==> src/inc/pscr_defines.svh <==
// Purpose: Register addresses, bit positions and reset values of the status bank
// Assumes: Five-bit management register addresses, 16-bit data
// Notes: Definitions only
`ifndef PSCR_DEFINES_SVH
`define PSCR_DEFINES_SVH
`define PSCR_ADDR_GEN_STATUS 5'h18
`define PSCR_ADDR_EXT_STATUS 5'h19
`define PSCR_ADDR_FAULT_CNT 5'h1a
`define PSCR_GS_INT 15
`define PSCR_GS_PLL 14
`define PSCR_GS_LWAKE 13
`define PSCR_GS_BWAKE 12
`define PSCR_GS_TWAKE 11
`define PSCR_GS_EN 10
`define PSCR_GS_RST 9
`define PSCR_GS_CNT_HI 7
`define PSCR_GS_CNT_LO 3
`define PSCR_ES_UV3V3 14
`define PSCR_ES_UVD1V8 13
`define PSCR_ES_UVA1V8 12
`define PSCR_ES_UVIO 11
`define PSCR_ES_THIGH 10
`define PSCR_ES_TWARN 9
`define PSCR_ES_SHORT 8
`define PSCR_ES_OPEN 7
`define PSCR_ES_POL 6
`define PSCR_ES_ILV 5
`define PSCR_LINK_CNT_RST 5'h00
`define PSCR_LINK_CNT_MAX 5'h1f
`define PSCR_FCNT_RST 8'h00
`define PSCR_FCNT_MAX 8'hff
`define PSCR_DATA_ZERO 16'h0000
// Synchroniser idle levels: enable pin and receiver OK inputs idle high
`define PSCR_SYNC_RST 22'h002003
`endif

==> src/inc/pscr_pkg.sv <==
// Purpose: Types shared by the status bank
// Assumes: None
// Notes: Register select encoding
package pscr_pkg;
    typedef enum logic [1:0] {
        PSCR_SEL_NONE = 2'b00,
        PSCR_SEL_GEN = 2'b01,
        PSCR_SEL_EXT = 2'b10,
        PSCR_SEL_CNT = 2'b11
    } pscr_sel_type;
endpackage : pscr_pkg

==> src/hdl/pscr_sat_counter.sv <==
// Purpose: Eight-bit saturating event counter cleared by a read
// Assumes: Same clock as the register bank
// Notes: Clear and increment together load one so no event is lost
`timescale 1ns/10ps
`include "pscr_defines.svh"
module pscr_sat_counter (
    input wire logic ref_clk_i,
    input wire logic sys_rst_i,
    input wire logic inc_i,
    input wire logic clr_i,
    output logic [7:0] count_o
);
    logic [7:0] count_q;
    always_ff @(posedge ref_clk_i) begin
        if (sys_rst_i) begin
            count_q <= `PSCR_FCNT_RST;
        end else if (clr_i) begin
            count_q <= inc_i ? 8'h01 : `PSCR_FCNT_RST;
        end else if (inc_i && count_q != `PSCR_FCNT_MAX) begin
            count_q <= count_q + 8'h01;
        end
    end
    assign count_o = count_q;
endmodule : pscr_sat_counter

==> src/hdl/pscr_status_regs.sv <==
// Purpose: Read-only status and receiver fault counter registers of the PHY
// Assumes: Register reads arrive as a one-cycle strobe with address, same clock
// Notes: Outside event levels pass two flip-flops before use
// Operation
// - PLL lock reads 0 if unstable since last read, 1 only while locked.
// - Local wake-up latches high until the general status read.
// - Bus wake-up latches high until the general status read.
// - In sleep request, line data or transmit enable latches traffic wake.
// - Enable pin low latches history flag until read; 0 if high since last read.
// - Hardware reset sets history flag, cleared by reading.
// - Five-bit link drop count since last read, restarts after read.
// - Link drop count returns to default when link control disabled.
// - Four supply undervoltage flags latch high until read.
// - High temperature and warning flags latch high until read.
// - Cable short flag latches until read.
// - Cable open flag latches until read.
// - Short, open and polarity keep values with link control disabled.
// - Polarity inversion is reported live, not latched.
// - Interleave order reported live, retained across link control disable.
// - Local receiver fault counter in upper byte counts not-OK cycles.
// - Remote receiver fault counter in lower byte counts not-OK cycles.
// - Fault counters saturate at their maximum value.
// - Reading fault counter register clears both counters.
// - External status bits 4 to 0 reserved, read only.
`timescale 1ns/10ps
`include "pscr_defines.svh"
module pscr_status_regs (
    input wire logic ref_clk_i,
    input wire logic sys_rst_i,
    input wire logic rd_i,
    input wire logic [4:0] addr_i,
    output logic [15:0] rdata_o,
    output logic rvalid_o,
    input wire logic irq_pending_i,
    input wire logic link_control_i,
    input wire logic sleep_request_i,
    input wire logic pll_locked_i,
    input wire logic local_wake_i,
    input wire logic bus_wake_i,
    input wire logic rx_dv_i,
    input wire logic tx_en_i,
    input wire logic enable_pin_i,
    input wire logic link_fail_i,
    input wire logic [3:0] undervolt_i,
    input wire logic temp_high_i,
    input wire logic temp_warn_i,
    input wire logic short_i,
    input wire logic open_i,
    input wire logic polarity_i,
    input wire logic interleave_i,
    input wire logic local_rx_ok_i,
    input wire logic remote_rx_ok_i
);
    localparam int NIN = 22;
    logic [NIN-1:0] raw;
    logic [NIN-1:0] s1_q;
    logic [NIN-1:0] s2_q;
    logic s_irq;
    logic s_link;
    logic s_sleep;
    logic s_pll;
    logic s_lwake;
    logic s_bwake;
    logic s_dv;
    logic s_txen;
    logic s_en;
    logic s_lfail;
    logic [3:0] s_uv;
    logic s_thigh;
    logic s_twarn;
    logic s_short;
    logic s_open;
    logic s_pol;
    logic s_ilv;
    logic s_lok;
    logic s_rok;
    logic lfail_prev_q;
    logic lfail_rise;
    pscr_pkg::pscr_sel_type sel;
    logic rd_gen;
    logic rd_ext;
    logic rd_cnt;
    logic pll_q;
    logic lwake_q;
    logic bwake_q;
    logic twake_q;
    logic en_q;
    logic rst_q;
    logic [4:0] link_cnt_q;
    logic [3:0] uv_q;
    logic thigh_q;
    logic twarn_q;
    logic short_q;
    logic open_q;
    logic [7:0] loc_cnt;
    logic [7:0] rem_cnt;
    logic [15:0] gen_word;
    logic [15:0] ext_word;
    logic [15:0] rdata_d;

    assign raw = {irq_pending_i, link_control_i, sleep_request_i, pll_locked_i,
                  local_wake_i, bus_wake_i, rx_dv_i, tx_en_i, enable_pin_i, link_fail_i,
                  undervolt_i, temp_high_i, temp_warn_i, short_i, open_i, polarity_i,
                  interleave_i, local_rx_ok_i, remote_rx_ok_i};

    // Two-stage synchroniser; reset to idle levels so no false event follows
    always_ff @(posedge ref_clk_i) begin
        if (sys_rst_i) begin
            s1_q <= `PSCR_SYNC_RST;
            s2_q <= `PSCR_SYNC_RST;
        end else begin
            s1_q <= raw;
            s2_q <= s1_q;
        end
    end

    assign {s_irq, s_link, s_sleep, s_pll, s_lwake, s_bwake, s_dv, s_txen, s_en, s_lfail,
            s_uv, s_thigh, s_twarn, s_short, s_open, s_pol, s_ilv, s_lok, s_rok} = s2_q;

    // Address decode
    always_comb begin
        if (addr_i == `PSCR_ADDR_GEN_STATUS) begin
            sel = pscr_pkg::PSCR_SEL_GEN;
        end else if (addr_i == `PSCR_ADDR_EXT_STATUS) begin
            sel = pscr_pkg::PSCR_SEL_EXT;
        end else if (addr_i == `PSCR_ADDR_FAULT_CNT) begin
            sel = pscr_pkg::PSCR_SEL_CNT;
        end else begin
            sel = pscr_pkg::PSCR_SEL_NONE;
        end
    end

    assign rd_gen = rd_i && (sel == pscr_pkg::PSCR_SEL_GEN);
    assign rd_ext = rd_i && (sel == pscr_pkg::PSCR_SEL_EXT);
    assign rd_cnt = rd_i && (sel == pscr_pkg::PSCR_SEL_CNT);

    // PLL lock latches low; a read reloads the live state
    always_ff @(posedge ref_clk_i) begin
        if (sys_rst_i) begin
            pll_q <= 1'b0;
        end else if (!s_pll) begin
            pll_q <= 1'b0;
        end else if (rd_gen) begin
            pll_q <= 1'b1;
        end
    end

    // Local wake-up latch; set wins over the read clear
    always_ff @(posedge ref_clk_i) begin
        if (sys_rst_i) begin
            lwake_q <= 1'b0;
        end else begin
            lwake_q <= s_lwake | (lwake_q & ~rd_gen);
        end
    end

    // Bus wake-up latch
    always_ff @(posedge ref_clk_i) begin
        if (sys_rst_i) begin
            bwake_q <= 1'b0;
        end else begin
            bwake_q <= s_bwake | (bwake_q & ~rd_gen);
        end
    end

    // Traffic wake latch, armed only in sleep request
    always_ff @(posedge ref_clk_i) begin
        if (sys_rst_i) begin
            twake_q <= 1'b0;
        end else begin
            twake_q <= (s_sleep & (s_dv | s_txen)) | (twake_q & ~rd_gen);
        end
    end

    // Enable pin history latch
    always_ff @(posedge ref_clk_i) begin
        if (sys_rst_i) begin
            en_q <= 1'b0;
        end else begin
            en_q <= ~s_en | (en_q & ~rd_gen);
        end
    end

    // Reset history: set by the hardware reset, cleared by a read
    always_ff @(posedge ref_clk_i) begin
        if (sys_rst_i) begin
            rst_q <= 1'b1;
        end else if (rd_gen) begin
            rst_q <= 1'b0;
        end
    end

    // Link drop counter, counting rising edges of link failure
    always_ff @(posedge ref_clk_i) begin
        if (sys_rst_i) begin
            lfail_prev_q <= 1'b0;
        end else begin
            lfail_prev_q <= s_lfail;
        end
    end

    assign lfail_rise = s_lfail && !lfail_prev_q;

    always_ff @(posedge ref_clk_i) begin
        if (sys_rst_i || !s_link) begin
            link_cnt_q <= `PSCR_LINK_CNT_RST;
        end else if (rd_gen) begin
            link_cnt_q <= lfail_rise ? 5'h01 : `PSCR_LINK_CNT_RST;
        end else if (lfail_rise && link_cnt_q != `PSCR_LINK_CNT_MAX) begin
            link_cnt_q <= link_cnt_q + 5'h01;
        end
    end

    // Supply undervoltage latches, untouched by link control
    always_ff @(posedge ref_clk_i) begin
        if (sys_rst_i) begin
            uv_q <= 4'h0;
        end else begin
            uv_q <= s_uv | (uv_q & {4{~rd_ext}});
        end
    end

    // Temperature latches
    always_ff @(posedge ref_clk_i) begin
        if (sys_rst_i) begin
            thigh_q <= 1'b0;
            twarn_q <= 1'b0;
        end else begin
            thigh_q <= s_thigh | (thigh_q & ~rd_ext);
            twarn_q <= s_twarn | (twarn_q & ~rd_ext);
        end
    end

    // Cable short latch, kept while link control is off
    always_ff @(posedge ref_clk_i) begin
        if (sys_rst_i) begin
            short_q <= 1'b0;
        end else begin
            short_q <= s_short | (short_q & ~rd_ext);
        end
    end

    // Cable open latch, kept while link control is off
    always_ff @(posedge ref_clk_i) begin
        if (sys_rst_i) begin
            open_q <= 1'b0;
        end else begin
            open_q <= s_open | (open_q & ~rd_ext);
        end
    end

    pscr_sat_counter u_loc_cnt (
        .ref_clk_i(ref_clk_i),
        .sys_rst_i(sys_rst_i),
        .inc_i(~s_lok),
        .clr_i(rd_cnt),
        .count_o(loc_cnt)
    );

    pscr_sat_counter u_rem_cnt (
        .ref_clk_i(ref_clk_i),
        .sys_rst_i(sys_rst_i),
        .inc_i(~s_rok),
        .clr_i(rd_cnt),
        .count_o(rem_cnt)
    );

    // Read words; reserved bits stay zero
    always_comb begin
        gen_word = `PSCR_DATA_ZERO;
        gen_word[`PSCR_GS_INT] = s_irq;
        gen_word[`PSCR_GS_PLL] = pll_q & s_pll;
        gen_word[`PSCR_GS_LWAKE] = lwake_q;
        gen_word[`PSCR_GS_BWAKE] = bwake_q;
        gen_word[`PSCR_GS_TWAKE] = twake_q;
        gen_word[`PSCR_GS_EN] = en_q;
        gen_word[`PSCR_GS_RST] = rst_q;
        gen_word[`PSCR_GS_CNT_HI:`PSCR_GS_CNT_LO] = link_cnt_q;
        ext_word = `PSCR_DATA_ZERO;
        ext_word[`PSCR_ES_UV3V3] = uv_q[3];
        ext_word[`PSCR_ES_UVD1V8] = uv_q[2];
        ext_word[`PSCR_ES_UVA1V8] = uv_q[1];
        ext_word[`PSCR_ES_UVIO] = uv_q[0];
        ext_word[`PSCR_ES_THIGH] = thigh_q;
        ext_word[`PSCR_ES_TWARN] = twarn_q;
        ext_word[`PSCR_ES_SHORT] = short_q;
        ext_word[`PSCR_ES_OPEN] = open_q;
        ext_word[`PSCR_ES_POL] = s_pol;
        ext_word[`PSCR_ES_ILV] = s_ilv;
        if (rd_gen) begin
            rdata_d = gen_word;
        end else if (rd_ext) begin
            rdata_d = ext_word;
        end else if (rd_cnt) begin
            rdata_d = {loc_cnt, rem_cnt};
        end else begin
            rdata_d = `PSCR_DATA_ZERO;
        end
    end

    always_ff @(posedge ref_clk_i) begin
        if (sys_rst_i) begin
            rdata_o <= `PSCR_DATA_ZERO;
            rvalid_o <= 1'b0;
        end else begin
            rvalid_o <= rd_i;
            if (rd_i) begin
                rdata_o <= rdata_d;
            end
        end
    end
endmodule : pscr_status_regs

==> config.mk <==
export PLATFORM = sky130hd
export DESIGN_NAME = pscr_status_regs
export DESIGN_NICKNAME = d
export VERILOG_FILES = /design/src/inc/pscr_pkg.sv /design/src/hdl/pscr_sat_counter.sv /design/src/hdl/pscr_status_regs.sv
export VERILOG_INCLUDE_DIRS = /design/src /design/src/inc
export SDC_FILE = /design/constraint.sdc
export NUM_CORES = 1
export LEC_CHECK = 0
export BUFFER_PORTS_ARGS = -buffer_cell sky130_fd_sc_hd__buf_2
export CORE_UTILIZATION = 47
export DETAILED_ROUTE_END_ITERATION = 10
export HOLD_SLACK_MARGIN = 0.02
export MAX_ROUTING_LAYER = met4
export PLACE_DENSITY = 0.75
export SYNTH_ARGS = -nofsm -noshare
export SYNTH_HDL_FRONTEND = slang
export SYNTH_SLANG_ARGS = --single-unit
==> constraint.sdc <==
create_clock -name ref_clk_i -period 2.9 [get_ports ref_clk_i]
set_input_delay 0.58 -clock ref_clk_i [delete_from_list [all_inputs] [get_ports ref_clk_i]]
set_output_delay 0.58 -clock ref_clk_i [all_outputs]
set_load 0.01 [all_outputs]
* Yosys cells after proc, flatten, opt, wreduce, memory -nomap -nowiden
Index checks and enable logic that the tools add are counted. Widths: inputs -> output; s select.
Cells by class: shift-type cells 0, equal/unequal tests 9, multiplexer cells 15, div/mod/pow operators 0, $lt $le $gt $ge 0, reductions and logical operators 14, multipliers 0, bitwise operators 27, $add $sub $neg 3
Operators by type and width (count):
- $mux 16 | 3
- $mux 8 | 4
- $add 8x1->8 const B | 2
- $ne 8x8->1 const B | 2
- $eq 5x5->1 const B | 3
- $and 1x1->1 | 10
- $mux 5 | 2
- $or 1x1->1 | 9
- $logic_and 1x1->1 | 7
- $mux 2 | 3
- $not 1->1 | 6
- $reduce_bool 2->1 | 3
- $add 5x1->5 const B | 1
- $ne 5x5->1 const B | 1
- $and 4x4->4 | 1
- $eq 2x2->1 const B | 2
- $or 4x4->4 | 1
- $mux 1 | 3
- $eq 2x1->1 const B | 1
- $logic_not 1->1 | 2
- $reduce_or 2->1 | 1
- $logic_or 1x1->1 | 1
Storage, ports and cells: latch bits 0, input bits 30, output and inout port bits 17, memory bits (writable) 0, memory bits (read-only) 0, word-level logic and storage cells 87, flip-flop bits (word level) 97, memories 0

* Logic depth before layout (Yosys ltp)
depth in word-level cells 9, mapped depth 7, depth with buffers taken out 6

* Cells and area by module
From an unflattened synthesis, not the netlist that was laid out.
Second synthesis, totals: cells, all modules 382, area total of the unflattened synthesis 3713.6 µm²
By module, submodules not included:
- pscr_status_regs | instances 1, area an instance 2825.2 µm², cells each 276, seq. area each 1621.6 µm²
- pscr_sat_counter | instances 2, area an instance 444.2 µm², cells each 53, seq. area each 160.2 µm²

* Worst setup path before layout
No wires, ideal clock.
path kind register to register, from register link_cnt_q[0], to register link_cnt_q[3], data arrival time 1.814 ns, path buffers 1, stages on the path, launching flop included 8, clock period less this slack 1.884 ns, library setup time 0.070 ns, required time 2.830 ns, path slack 1.016 ns, cell sequence dfxtp_1 -> ha_1 -> and3_1 -> ha_1 -> or3b_1 -> buf_2 -> or3_1 -> a21oi_1
Between the ends: longest elaborated chain between the ends 3, elaborated cells between the ends (all ways) 6, classes of those cells add/sub: 1; eq/ne: 1; mux: 2; reduce/logical: 2
Ends and longest elaborated chain:
- start: declaration | line pscr_status_regs.sv:89 | logic [4:0] link_cnt_q;
- start signal: assignment | line pscr_status_regs.sv:206 | link_cnt_q <= `PSCR_LINK_CNT_RST;
- start signal: assignment | line pscr_status_regs.sv:208 | link_cnt_q <= lfail_rise ? 5'h01 : `PSCR_LINK_CNT_RST;
- start signal: assignment | line pscr_status_regs.sv:210 | link_cnt_q <= link_cnt_q + 5'h01;
- $add 5x1->5 or $ne 5x5->1 (tied branches)
- $mux 5 or $logic_and 1x1->1 (tied branches)
- $mux 5 or $reduce_bool 2->1 (tied branches)
Parallel ways exist; a longest one is shown, timed or not. The select of a mux whose other input is x is not followed. A chain may end at the register's enable or synchronous reset.

* Worst setup path after layout
Same ends and word-level chain as after synthesis.

==> impl_metrics.ini <==
[yosys]
synth_ff_type = dfxtp_1
syn_area_um2 = 3750
synth_top_cell_by_area = dfxtp_1
synth_top_area_share_pct = 51.7
yosysSeqAreaShare_pct = 51.7
postSynthAreaPerCell_um2 = 9.70
synth_edf_count = 0
yosys.cell_types.count = 50
synth_seq_cells = 97
ys_async_sr_fraction_pct = 0
synth.top_cells.by_area = dfxtp_1, nor2b_1, mux2i_1
yosys_warnings = 0
netlist_instances = 387
synth_fp_nets = 421

[setup_path]
cp_max_fo = 7
crit_top_cell = ha_1
required_ns = 3.19
critPathLaunch = link_cnt_q[0]$_SDFFE_PP0P_
path_cells = ha_1, and3_1, ha_1, or3b_1, or3_1, a21oi_1
start_kind = flop
reg2reg_to = link_cnt_q[3]$_SDFFE_PP0P_
cp_data_arrival_time_ns = 2.30
critical_path_class = reg -> reg
critPathMaxStageDelay_ns = 0.48
reg2reg_setup_slack_ns = 0.89
cp_slowest_cell = or3b_1
rr_worst_depth = 6
setup.worst_path.end_class = flop
reg2reg_from = link_cnt_q[0]$_SDFFE_PP0P_
endpoint = link_cnt_q[3]$_SDFFE_PP0P_

[status]
status = finished clean

[final_layout]
seqCellArea_um2 = 1940
drive_gt1_share_pct = 15.9
area_delta_synth_final_pct = 12.5
stdcell_area_um2 = 4220
finalCoreUtilization_pct = 54.7
multi_input_area_um2 = 1630
antennaDiodeCount = 0
fill_cells = 699
num-nets-final = 456

[placement]
dp_hpwl_mm = 4.74
gp_congestion = 0.820
io_buffers = 46
placed_cell_area_um2 = 4030

[sta]
max_freq_mhz = 498
rsz0062_at_grt = no
hold_ws_ns = 0.395
maxSlewHeadroom_pct = 61.0
finalSetupViolCount = 0
maxSlewViolCount = 0
tightest_slew_ns = 0.582
fin_tns_setup_ns = 0
fin_crit_ns = 2.01
clock_skew_ns = 0.0105
finalCritPeriodShare_pct = 69.3
hold_viol_final = 0

[detailed_routing]
drt-initial-drc-count = 120
routed_wl_mm = 6.80
ant_nets = 0
first_pass_iters = 4
num_vias = 2805
via_per_inst = 5.30
drc_errors = 0
drt-wirelength-per-cell_um = 12.9

[clocking]
ctsResizeCount = 0
clockRootBuffer = clkbuf_8
postCtsHoldBufs = 0
cts_tree = built
cts_made_buffers = 9
clock-sinks = 97
cts.path.max_buffers = 2
clkLatencyLatePin_ns = 0.35
post_cts_buffers = 0
clkTransAtPathRegs_ns = 0.10
htreeDepth = 3

[global_route]
gr-total-overflow = 0
grt_pass1_vias = 2410
antenna_found_initial = 0
grt_max_degree = 48
grt_usage_pct = 17.7
grt_pass1_wl_mm = 11.5

[floorplanning]
die_w_um = 91.4
die_area_um2 = 8350
rows = 32
core_um2 = 7730
die_h_um = 91.4
io_pins = 47
start_util_pct = 48.6

[flow_run]
maxCapViolations = 0

[power_and_ir_drop]
p_switching_uw = 590
p_per_area_nw_per_um2 = 558
vdd.ir_drop.worst_mv = 0.341
clkPwrFrac_pct = 35.4
pwr-share-seq_pct = 58.9
p_sw_share_pct = 25.0
leakage_uw = 0.00164
p_comb_share_pct = 5.7
intPower_uw = 1770

[worst_hold_path]
min_delay_path_depth = 2
hold_class = in -> reg
[kinds of logic (layout without fill, tap and decap cells)]
kind of cell / count (synthesis) / in the layout / share of synthesized area (%)
adder cells (fa/ha/maj): 4 / 4 / 1.33
AND/OR/NAND/NOR: 123 / 123 / 19.8
buffers and inverters: 43 / 83 / 4.77
flip-flops: 97 / 97 / 51.7
multiplexers: 17 / 17 / 4.53
AO/OA/AOI/OAI: 103 / 103 / 17.8
[metal layers]
metal | vias to the layer above | wire length (µm) | global-route usage (%)
met3 | 9 | 363 | 3.02
li1 | 1444 | - | -
met2 | 72 | 3030 | 25.9
met1 | 1280 | 3330 | 24.7
met4 | 0 | 78 | 6.35
met5 | - | 0 | -
[sequential cells by signal, summed over array words and instances (netlist names), 4 cells and up]
| signal | flops |
|---|---|
| s1_q | 22 |
| uv_q | 4 |
| s2_q | 22 |
| rdata_o | 16 |
| u_rem_cnt.count_o | 8 |
| link_cnt_q | 5 |
| u_loc_cnt.count_o | 8 |
[cell usage in the layout, fill, tap and decap left out, types with 5 or more instances in the layout]
cell       instances
buf_2             46
nand3_1           10
nor2b_1           51
dfxtp_1           97
inv_1             15
or2_1              7
o2bb2ai_1          7
a32oi_1            7
o21ai_0            8
o21ai_1           22
a21oi_1           28
buf_4              5
clkbuf_8           9
nand2_1            5
nor2_1            15
mux2i_1           17
a22o_1             8
[worst min-delay path by stage]
stage | from | end | slack [ns]
after detailed placement | s1_q[13]$_SDFF_PP1_ | s2_q[13]$_SDFF_PP1_ | 0.39
final | remote_rx_ok_i | s1_q[0]$_SDFF_PP1_ | 0.39
after floorplan | s1_q[0]$_SDFF_PP1_ | s2_q[0]$_SDFF_PP1_ | 0.38
after CTS | remote_rx_ok_i | s1_q[0]$_SDFF_PP1_ | 0.38
after global placement | s1_q[13]$_SDFF_PP1_ | s2_q[13]$_SDFF_PP1_ | 0.39
after global routing | enable_pin_i | s1_q[13]$_SDFF_PP1_ | 0.39
[cell usage after synthesis, types with 3 or more instances]
cell type / number
dfxtp_1: 97
nor2b_1: 51
a21oi_1: 28
o21ai_1: 22
mux2i_1: 17
inv_1: 15
nor2_1: 15
clkbuf_1: 11
buf_2: 10
nand3_1: 10
a22o_1: 8
o21ai_0: 8
a32oi_1: 7
o2bb2ai_1: 7
or2_1: 7
nand2_1: 5
a211oi_1: 4
and3_1: 4
buf_1: 4
ha_1: 4
nand4b_1: 4
nor3b_1: 4
a31oi_1: 3
nand2b_1: 3
nand4_1: 3
nor3_1: 3
or3_1: 3
[worst max-delay path, delay by kind of cell, from the launching register on]
| family | cells | cell delay, ns |
|---|---|---|
| simple gates | 3 | 1.04 |
| fa+ha+maj | 2 | 0.41 |
| flops | 1 | 0.36 |
| compound gates | 1 | 0.13 |
[power groups by stage]
stage	Combinational, µW	Sequential, µW	Clock (µW)
6_report	134	1390	834
5_1_grt	152	1390	919
4_1_cts	135	1390	852
3_5_place_dp	134	1420	0
3_3_place_gp	132	1420	0
2_1_floorplan	95.4	1410	0
[final cells by class]
class	instances	area share, %
multi-input cells	247	38.7
well taps	102	3.02
inverters	16	1.42
clock buffers	9	2.93
repair buffers	51	6.34
flip-flops and latches	97	46.0
clock inverters	7	1.66
[per-stage QoR]
step	worst slack, ns	power, µW	cells
final	0.891	2360	529
after floorplan	1.02	1510	387
after CTS	0.888	2380	529
after detailed placement	0.748	1550	513
after global placement	0.803	1550	513
after global routing	0.775	2460	529
Note: power is estimated with default switching activity, not from simulation.
